`src/console_ctrl_pkg.sv`:
```
package console_ctrl_pkg;

    // ==========================================================
    // Register map (byte addresses, one word each)
    // ==========================================================
    localparam logic [3:0] OFF_CONFIG   = 4'h0;
    localparam logic [3:0] OFF_TAP      = 4'h4;
    localparam logic [3:0] OFF_STATUS   = 4'h8;

    // ==========================================================
    // Config word fields
    // ==========================================================
    localparam int CFG_ROUTE_POS  = 0;   // 3 bits, mode 1..5
    localparam int CFG_GAIN_POS   = 3;   // 0 low, 1 high
    localparam int CFG_MINLVL_POS = 4;   // 0 minus 40 dB, 1 full mute
    localparam int CFG_SIDE_POS   = 5;   // 2 bits
    localparam int CFG_MAIN_POS   = 7;   // 3 bits
    localparam int CFG_TALK_POS   = 10;  // 2 bits
    localparam logic [11:0] CONFIG_RST  = 12'h001;
    localparam logic [15:0] TAP_RST     = 16'h1388;  // 0.5 ms at 10 MHz
    localparam logic [7:0]  KNOB_MAX    = 8'hFF;
    localparam logic [7:0]  FLOOR_40DB  = 8'h03;     // about 1/100 of full

    typedef enum logic [2:0] {
        MAIN_PUSH_MUTE, MAIN_PUSH_TALK, MAIN_LATCH,
        MAIN_TALK_TAP, MAIN_MUTE_TAP
    } main_mode_t;

    typedef enum logic [1:0] {
        TALK_PUSH, TALK_LATCH, TALK_TAP
    } talk_mode_t;

    typedef enum logic [1:0] {
        SIDE_OFF, SIDE_MAIN, SIDE_TALK, SIDE_BOTH
    } side_mode_t;

    typedef struct packed {
        logic [7:0] left1;
        logic [7:0] right1;
        logic [7:0] left2;
        logic [7:0] right2;
        logic [7:0] left34;
        logic [7:0] right34;
        logic [7:0] side;
    } gains_t;

    typedef struct packed {
        logic red;
        logic green;
    } led_t;

endpackage : console_ctrl_pkg

```
`src/talk_button_monitor_control.sv`:
```
`timescale 1ns/1ps
`default_nettype none
module talk_button_monitor_control
    import console_ctrl_pkg::*;
(
    input  wire logic                 i_clk,
    input  wire logic                 i_sys_rst,
    input  wire logic [3:0]           i_avs_address,
    input  wire logic                 i_avs_read,
    input  wire logic                 i_avs_write,
    input  wire logic [31:0]          i_avs_writedata,
    output var  logic [31:0]          o_avs_readdata,
    output var  logic                 o_avs_waitrequest,
    input  wire logic                 i_main_btn,
    input  wire logic [2:0]           i_talk_btn,
    input  wire logic [7:0]           i_knob1,
    input  wire logic [7:0]           i_knob2,
    input  wire logic [7:0]           i_knob3,
    output var  console_ctrl_pkg::gains_t o_gains,
    output var  logic                 o_gain_high,
    output var  logic                 o_main_audio_on,
    output var  logic [2:0]           o_talk_audio_on,
    output var  logic                 o_sidetone_on,
    output var  console_ctrl_pkg::led_t o_main_led,
    output var  logic [2:0]           o_talk_led_green
);
    import console_ctrl_pkg::*;

    // ==========================================================
    // Bus slave
    // ==========================================================
    logic [11:0] config_word, next_config_word;
    logic [15:0] tap_limit, next_tap_limit;
    logic        bus_ack, next_bus_ack;
    logic [31:0] next_readdata;

    always_comb begin
        next_config_word = config_word;
        next_tap_limit   = tap_limit;
        next_bus_ack     = (i_avs_read | i_avs_write) & ~bus_ack;
        next_readdata    = o_avs_readdata;
        if (i_avs_write && bus_ack) begin
            if (i_avs_address == OFF_CONFIG)
                next_config_word = i_avs_writedata[11:0];
            if (i_avs_address == OFF_TAP)
                next_tap_limit = i_avs_writedata[15:0];
        end
        if (i_avs_read && !bus_ack) begin
            unique case (i_avs_address)
                OFF_CONFIG: next_readdata = {20'h00000, config_word};
                OFF_TAP:    next_readdata = {16'h0000, tap_limit};
                OFF_STATUS: next_readdata = {27'h0000000, o_sidetone_on,
                                             o_talk_audio_on,
                                             o_main_audio_on};
                default:    next_readdata = 32'h00000000;
            endcase
        end
    end

    always_ff @(posedge i_clk) begin
        if (i_sys_rst) begin
            config_word       <= CONFIG_RST;
            tap_limit         <= TAP_RST;
            bus_ack           <= 1'b0;
            o_avs_readdata    <= 32'h00000000;
            o_avs_waitrequest <= 1'b1;
        end else begin
            config_word       <= next_config_word;
            tap_limit         <= next_tap_limit;
            bus_ack           <= next_bus_ack;
            o_avs_readdata    <= next_readdata;
            o_avs_waitrequest <= ~next_bus_ack;
        end
    end

    // ==========================================================
    // Config decode
    // ==========================================================
    logic [2:0] route;
    logic       min_mute;
    side_mode_t side_mode;
    main_mode_t main_mode;
    talk_mode_t talk_mode;

    assign route     = config_word[CFG_ROUTE_POS +: 3];
    assign min_mute  = config_word[CFG_MINLVL_POS];
    assign side_mode = side_mode_t'(config_word[CFG_SIDE_POS +: 2]);
    assign main_mode = main_mode_t'(config_word[CFG_MAIN_POS +: 3]);
    assign talk_mode = talk_mode_t'(config_word[CFG_TALK_POS +: 2]);

    // ==========================================================
    // Press timing and button states
    // ==========================================================
    // Index 0 is main, 1..3 are talkback
    logic [3:0]  btn_now, btn_prev, next_btn_prev;
    logic [3:0]  latched, next_latched;
    logic [3:0]  is_hold, next_is_hold;
    logic [15:0] press_cnt [4];
    logic [15:0] next_press_cnt [4];

    assign btn_now = {i_talk_btn, i_main_btn};

    // Tap when release arrives before hold was reached
    function automatic logic toggles(input logic mode_tap, input logic rise,
                                     input logic fall, input logic hold);
        toggles = mode_tap ? (fall & ~hold) : rise;
    endfunction

    genvar g;
    generate
        for (g = 0; g < 4; g++) begin : g_btn
            logic tap_mode;
            logic latch_mode;
            assign tap_mode = (g == 0)
                ? (main_mode == MAIN_TALK_TAP || main_mode == MAIN_MUTE_TAP)
                : (talk_mode == TALK_TAP);
            assign latch_mode = (g == 0) ? (main_mode == MAIN_LATCH)
                                         : (talk_mode == TALK_LATCH);
            always_comb begin
                next_btn_prev[g]  = btn_now[g];
                next_press_cnt[g] = btn_now[g] ? ((press_cnt[g] == 16'hFFFF)
                    ? press_cnt[g] : press_cnt[g] + 16'h0001) : 16'h0000;
                next_is_hold[g]   = btn_now[g] &
                                    (press_cnt[g] >= tap_limit);
                next_latched[g]   = latched[g];
                if ((tap_mode || latch_mode) &&
                    toggles(tap_mode, btn_now[g] & ~btn_prev[g],
                            ~btn_now[g] & btn_prev[g], is_hold[g]))
                    next_latched[g] = ~latched[g];
                if (!tap_mode && !latch_mode)
                    next_latched[g] = 1'b0;
            end
            always_ff @(posedge i_clk) begin
                if (i_sys_rst) begin
                    btn_prev[g]  <= 1'b0;
                    press_cnt[g] <= 16'h0000;
                    is_hold[g]   <= 1'b0;
                    latched[g]   <= 1'b0;
                end else begin
                    btn_prev[g]  <= next_btn_prev[g];
                    press_cnt[g] <= next_press_cnt[g];
                    is_hold[g]   <= next_is_hold[g];
                    latched[g]   <= next_latched[g];
                end
            end
        end
    endgenerate

    // ==========================================================
    // Function state, sidetone and LEDs
    // ==========================================================
    logic       main_on;
    logic [2:0] talk_on;
    logic       side_on;

    always_comb begin
        unique case (main_mode)
            MAIN_PUSH_MUTE: main_on = ~btn_now[0];
            MAIN_PUSH_TALK: main_on = btn_now[0];
            MAIN_LATCH:     main_on = latched[0];
            MAIN_TALK_TAP:  main_on = latched[0] |
                                      (btn_now[0] & is_hold[0]);
            MAIN_MUTE_TAP:  main_on = latched[0] &
                                      ~(btn_now[0] & is_hold[0]);
            default:        main_on = 1'b0;
        endcase
        for (int i = 0; i < 3; i++) begin
            unique case (talk_mode)
                TALK_PUSH:  talk_on[i] = btn_now[i+1];
                TALK_LATCH: talk_on[i] = latched[i+1];
                TALK_TAP:   talk_on[i] = latched[i+1] |
                                (btn_now[i+1] & is_hold[i+1]);
                default:    talk_on[i] = 1'b0;
            endcase
        end
        unique case (side_mode)
            SIDE_OFF:  side_on = 1'b0;
            SIDE_MAIN: side_on = main_on;
            SIDE_TALK: side_on = |talk_on;
            SIDE_BOTH: side_on = main_on | (|talk_on);
        endcase
    end

    // ==========================================================
    // Headphone gains
    // ==========================================================
    function automatic logic [7:0] floor_lvl(input logic [7:0] k,
                                             input logic mute);
        if (k == 8'h00)
            floor_lvl = mute ? 8'h00 : FLOOR_40DB;
        else if (!mute && k < FLOOR_40DB)
            floor_lvl = FLOOR_40DB;
        else
            floor_lvl = k;
    endfunction

    function automatic logic [7:0] scale(input logic [7:0] a,
                                         input logic [7:0] b);
        logic [15:0] p;
        p = a * b;
        scale = p[15:8];
    endfunction

    gains_t next_gains;
    logic [7:0] k1, k2, k3, bal_l, bal_r;

    always_comb begin
        k1 = floor_lvl(i_knob1, min_mute);
        k2 = floor_lvl(i_knob2, min_mute);
        k3 = floor_lvl(i_knob3, min_mute);
        bal_l = (min_mute && i_knob2 == KNOB_MAX) ? 8'h00 :
                ((i_knob2 < 8'h80) ? KNOB_MAX : 8'((KNOB_MAX - i_knob2) << 1));
        bal_r = (min_mute && i_knob2 == 8'h00) ? 8'h00 :
                ((i_knob2 >= 8'h80) ? KNOB_MAX : 8'(i_knob2 << 1));
        next_gains = '0;
        next_gains.side = side_on ? i_knob3 : 8'h00;
        unique case (route)
            3'd1: begin
                next_gains.left1  = k1;
                next_gains.right2 = k2;
            end
            3'd2: begin
                next_gains.left1  = floor_lvl(scale(k1, bal_l),
                                              min_mute);
                next_gains.right2 = floor_lvl(scale(k1, bal_r),
                                              min_mute);
            end
            3'd3: begin
                next_gains.left1   = k1;
                next_gains.right2  = k1;
                next_gains.left34  = k2;
                next_gains.right34 = k2;
            end
            3'd4: begin
                next_gains.left1   = k1;
                next_gains.right2  = k2;
                next_gains.left34  = k3;
                next_gains.right34 = k3;
                next_gains.side    = 8'h00;
            end
            3'd5: begin
                next_gains.left1   = k1;
                next_gains.right1  = k1;
                next_gains.left2   = k2;
                next_gains.right2  = k2;
                next_gains.left34  = k3;
                next_gains.right34 = k3;
                next_gains.side    = 8'h00;
            end
            default: next_gains.side = 8'h00;
        endcase
    end

    always_ff @(posedge i_clk) begin
        if (i_sys_rst) begin
            o_gains          <= '0;
            o_gain_high      <= 1'b0;
            o_main_audio_on  <= 1'b0;
            o_talk_audio_on  <= 3'b000;
            o_sidetone_on    <= 1'b0;
            o_main_led       <= '{red: 1'b1, green: 1'b0};
            o_talk_led_green <= 3'b000;
        end else begin
            o_gains          <= next_gains;
            o_gain_high      <= config_word[CFG_GAIN_POS];
            o_main_audio_on  <= main_on;
            o_talk_audio_on  <= talk_on;
            o_sidetone_on    <= side_on;
            o_main_led       <= '{red: ~main_on, green: main_on};
            o_talk_led_green <= talk_on;
        end
    end

    // ==========================================================
    // Assertions
    // ==========================================================
    property p_side_off;
        @(posedge i_clk) disable iff (i_sys_rst)
        (side_mode == SIDE_OFF) |=> !o_sidetone_on;
    endproperty
    a_side_off: assert property (p_side_off)
        else $error("sidetone on while off");

    property p_side_main;
        @(posedge i_clk) disable iff (i_sys_rst)
        (side_mode == SIDE_MAIN) |=> (o_sidetone_on == o_main_audio_on);
    endproperty
    a_side_main: assert property (p_side_main)
        else $error("main sidetone mismatch");

    property p_side_talk;
        @(posedge i_clk) disable iff (i_sys_rst)
        (side_mode == SIDE_TALK) |=> (o_sidetone_on == |o_talk_audio_on);
    endproperty
    a_side_talk: assert property (p_side_talk)
        else $error("talk sidetone mismatch");

    property p_push_mute;
        @(posedge i_clk) disable iff (i_sys_rst)
        (!i_sys_rst && main_mode == MAIN_PUSH_MUTE) |=>
            (o_main_audio_on == !$past(i_main_btn)) && o_main_led.green
            == o_main_audio_on;
    endproperty
    a_push_mute: assert property (p_push_mute)
        else $error("push to mute wrong");

    property p_push_talk;
        @(posedge i_clk) disable iff (i_sys_rst)
        (main_mode == MAIN_PUSH_TALK) |=>
            (o_main_audio_on == $past(i_main_btn)) && o_main_led.red
            == !o_main_audio_on;
    endproperty
    a_push_talk: assert property (p_push_talk)
        else $error("push to talk wrong");

    property p_mode4;
        @(posedge i_clk) disable iff (i_sys_rst)
        (route == 3'd4 && min_mute && i_knob3 == 8'h00) |=>
            o_gains.left34 == 8'h00 && o_gains.side == 8'h00;
    endproperty
    a_mode4: assert property (p_mode4)
        else $error("mode 4 routing wrong");

    property p_floor;
        @(posedge i_clk) disable iff (i_sys_rst)
        (route == 3'd5 && !min_mute && i_knob1 == 8'h00) |=>
            o_gains.left1 == FLOOR_40DB && o_gains.right1 == FLOOR_40DB;
    endproperty
    a_floor: assert property (p_floor)
        else $error("floor not kept");

    property p_side_zero;
        @(posedge i_clk) disable iff (i_sys_rst)
        (route == 3'd1 && i_knob3 == 8'h00) |=> o_gains.side == 8'h00;
    endproperty
    a_side_zero: assert property (p_side_zero)
        else $error("sidetone not muted");

    property p_side_both;
        @(posedge i_clk) disable iff (i_sys_rst)
        (side_mode == SIDE_BOTH) |=>
            (o_sidetone_on == (o_main_audio_on | (|o_talk_audio_on)));
    endproperty
    a_side_both: assert property (p_side_both)
        else $error("combined sidetone mismatch");

    property p_talk_push;
        @(posedge i_clk) disable iff (i_sys_rst)
        (!i_sys_rst && talk_mode == TALK_PUSH) |=>
            (o_talk_audio_on == $past(i_talk_btn)) &&
            (o_talk_led_green == o_talk_audio_on);
    endproperty
    a_talk_push: assert property (p_talk_push)
        else $error("talkback push to talk wrong");

    property p_balance_mute;
        @(posedge i_clk) disable iff (i_sys_rst)
        (route == 3'd2 && min_mute && i_knob2 == 8'h00) |=>
            o_gains.right2 == 8'h00;
    endproperty
    a_balance_mute: assert property (p_balance_mute)
        else $error("balance end not muted");

endmodule : talk_button_monitor_control
`default_nettype wire

```
`config.mk`:
```
export PLATFORM = sky130hd
export DESIGN_NAME = talk_button_monitor_control
export DESIGN_NICKNAME = d
export VERILOG_FILES = /design/src/console_ctrl_pkg.sv /design/src/talk_button_monitor_control.sv
export SDC_FILE = /design/constraint.sdc
export NUM_CORES = 1
export LEC_CHECK = 0
export ABC_CLOCK_PERIOD_IN_PS = 10100
export BUFFER_PORTS_ARGS = -buffer_cell sky130_fd_sc_hd__buf_2
export CAP_MARGIN = 30
export CORE_MARGIN = 4
export CORE_UTILIZATION = 54
export DETAILED_ROUTE_END_ITERATION = 6
export PLACE_DENSITY = 0.74
export SLEW_MARGIN = 20
export SYNTH_ARGS = -nofsm -noshare
export SYNTH_HDL_FRONTEND = slang
export SYNTH_SLANG_ARGS = --single-unit
```
`constraint.sdc`:
```
create_clock -name i_clk -period 10.1 [get_ports i_clk]
set_input_delay 1.515 -clock i_clk [delete_from_list [all_inputs] [get_ports i_clk]]
set_output_delay 1.515 -clock i_clk [all_outputs]
set_load 0.1 [all_outputs]
```
==> key figures <==
GRT
  • Total grt overflow: 0
  • Largest net degree at the start of global routing: 70
  • Vias in the first global route: 10700
  • Antenna violations before repair: 1
  • Gr usage total: 0.260
  • First-pass GRT wire length: about 55 mm

Yosys
  • Post-Synthesis Cells: approximately 1500
  • Main synth FF type: dfxtp_1
  • Largest family of logic cells by synthesized area: adder cells
  • Synth async-reset ratio: 0
  • Synthesized-area fraction occupied by adder cells: 0.249
  • Simple-gate portion of the synthesized area: 0.209
  • Post-Synth XOR/XNOR Area: 0.0439
  • Synth Area in Compound Gates: 0.126
  • Syn avg cell area: roughly 8.6 um2
  • Register area share after synthesis: 0.282
  • Flops & latches, synth: between 150 and 200
  • Yosys warns: 0
  • Netlist cell types: 60
  • Mux cell area share after synthesis: 0.0203
  • Netlist Area Pre-Place: ~0.013 mm2
  • EDFF count, synth: 0

Drt
  • DRT iter0 DRCs: 817
  • Via-to-Cell Ratio: 5.72
  • Total Wirelength: roughly 33 mm
  • DR top layer: met5
  • Post-DRT Antenna Nets: 0
  • Wire length per cell: between 15 and 20 um
  • DRC Markers: 0
  • Metal3 WL: ~2.6 mm
  • WL met1: 14.5 mm
  • 1st-pass router iterations: 6
  • Via Count: approximately 11000
  • Met2 wire length: between 15 and 20 mm

STA
  • Post-route setup TNS: 0 ps
  • Part of the cycle the worst path needs: 0.731
  • Slew margin rel.: 0.358
  • Max-slew violation count: 0
  • Worst Skew: between 10 and 15 ps
  • Final Setup Violations: 0
  • RSZ-0062 raised after global routing: no
  • Min cycle time layout: approximately 7400 ps
  • Tightest Pin Transition: around 960 ps
  • Fmax: between 100 and 150 MHz
  • Hold Vio Cnt, Final: 0

Die
  • Die H: between 150 and 200 um
  • Initial Util: 0.552
  • Cell Rows: 55
  • Core area: 0.0228 mm2
  • Chip Width: between 150 and 200 um
  • Die area: roughly 0.026 mm2
  • # IOs: 168

Power and ir drop
  • Worst vdd ir: 0.000119 V
  • PwrDens: between 150 and 200 mW/mm2
  • Leakage: 6.57 nW

CTS
  • Clock Latency Late Sink: ~440 ps
  • Max Buffers Root-to-Sink: 2
  • Clock transition at path regs: about 80 ps
  • CTS sink cnt: 177
  • Setup bufs post-CTS: 0
  • H-tree Lvls: 4
  • Hold-fix buffers, CTS: 0
  • CTS resizes: 0
  • Clk Tree Root Cell: clkbuf_16
  • CTS tree: yes
  • Total CTS buffers: 17

Layout
  • Most common cell after layout, fill and taps aside: dfxtp_1
  • Nets: around 1800
  • Fin area: 0.0139 mm2
  • Most frequent cells in the layout: dfxtp_1 (177), nor2_1 (168), ha_1 (138)
  • Area grow syn2layout: 10.7%
  • Fraction of layout cells with a size suffix above 1: 0.124
  • Inserted Diodes: 0
  • Layout fillers: roughly 2000

Min path
  • Worst hold path class: flop to flop

Critical path
  • Worst path required time: approximately 10000 ps
  • Worst EP arrival: around 7700 ps
  • Max Fanout on Critical Path: 20
  • Crit-path leading delay family: adder cells
  • CP Class: input pin to flop
  • WP buf/inv: 4
  • Worst setup EP type: flop
  • Crit path max-delay cell type: or4_4
  • Worst path cell trace: buf_2 -> or4_4 -> nor2_1 -> or2_2 -> o21ai_0 -> fa_1 -> fa_1 -> inv_1 -> fa_1 -> inv_1 -> fa_1 -> inv_1 -> ha_1 -> a21oi_1 -> o21ai_0 -> a31o_2 -> or3_4 -> mux2_1 -> a21oi_1 -> or4_4 -> o211a_1 -> a211oi_2
  • CP Launch Type: input pin
  • CP peak stage delay: between 500 and 600 ps
  • Most used cell, CP: fa_1

Placement
  • Post-place instance area: between 0.01 and 0.015 mm2
  • Port bufs: roughly 140
  • HPWL Detailed: ~25 mm
  • GP Congestion: ~0.91

Run status
  • Outcome: complete, no violations

Job
  • Maxcap violations: 0
## cells in the mapped netlist (4+ instances only)
cell,count,area [um2]
a211oi_1,9,67.6
a21o_1,29,218
a21oi_1,66,330
a222oi_1,4,40.0
a22oi_1,31,233
a31oi_1,11,68.8
and2_1,59,369
and3_1,15,93.8
and4_1,4,35.0
buf_4,28,210
clkbuf_1,59,221
dfxtp_1,177,3540
fa_1,70,1400
ha_1,138,1730
inv_1,118,443
mux2i_1,21,210
nand2_1,115,432
nand2b_1,12,75.1
nand3_1,30,150
nand4_1,23,144
nor2_1,169,634
nor2b_1,52,325
nor3_1,25,125
nor4_1,8,50.1
o211a_1,7,70.1
o211ai_1,6,45.0
o21a_1,5,37.5
o21ai_0,48,240
o22ai_1,11,68.8
or2_2,6,37.5
or3_1,5,31.3
xnor2_1,20,175
xor2_1,43,377
## layout make-up
| type | count | area, um2 | share of cell area |
|---|---|---|---|
| clock buffer | 18 | 429 | 0.0308 |
| clock inverter | 14 | 156 | 0.0112 |
| inverter | 118 | 443 | 0.0318 |
| multi-input combinational | 1093 | 8210 | 0.589 |
| sequential | 177 | 3540 | 0.254 |
| tap | 313 | 392 | 0.0281 |
| timing repair buffer | 144 | 754 | 0.0542 |
## routing by layer
layer,vias up,global-route usage
met5,-,0
met2,426,0.413
met4,2,0.113
met3,91,0.0541
li1,5079,-
met1,5132,0.345
## sequential cells by signal (all words and copies together) (netlist names)
signal             flops
latched                4
btn_prev               4
is_hold                4
o_gain_high            1
o_talk_led_green       3
bus_ack                1
tap_limit             16
config_word           12
press_cnt             64
o_sidetone_on          1
o_avs_readdata        16
o_gains               48
o_avs_waitrequest      1
o_main_led             1
o_main_audio_on        1
## cells by family (layout without fill, tap and decap cells)
group	Yosys count	count (layout)
buf+inv	207	294
mux	25	25
other cells	1	16
simple gates	536	536
compound gates	245	245
xor+xnor	63	63
fa+ha+maj	208	208
flops	177	177
## per-stage QoR
step,total power (W),hold slack [ps],setup WS (ps),utilization,std cells
finish,0.00247,476,2720,0.611,1877
global route,0.00266,502,2470,0.611,1877
CTS,0.00248,463,2800,0.611,1877
detailed placement,0.00181,452,2360,0.586,1845
global placement,0.00178,442,2400,0.584,1842
floorplan,0.00162,436,3030,-,1477
## worst paths after layout
kind / from / end / slack, ps / cells past startpoint
worst min-delay path: tap_limit[2] / tap_limit[2] / 480 / 2
worst min register to register: tap_limit[2] / tap_limit[2] / 480 / 2
worst max register to register: config_word[4] / o_gains[25] / 3730 / 21
worst max-delay path: i_knob1[5] / o_gains[25] / 2720 / 22
## report_power, final
group	leakage, nW	internal (W)	total (W)	switching (W)
clock network	0.284	0.000333	0.000669	0.000336
registers	1.43	0.000709	0.000716	0.00000641
logic	4.85	0.000437	0.00109	0.000653
## worst reg2reg max path: stages (launching register included)
cell      delay [ps]
dfxtp_1          460
or3_1            460
nor2_1           210
or2_2            200
o21ai_0          130
fa_1             550
fa_1             540
inv_1             50
fa_1             530
inv_1             60
fa_1             530
inv_1             40
ha_1             330
a21oi_1          170
o21ai_0          150
a31o_2           300
or3_4            350
mux2_1           220
a21oi_1           70
or4_4            500
o211a_1          230
a211oi_2         190
(Power assumes the default switching activity.)
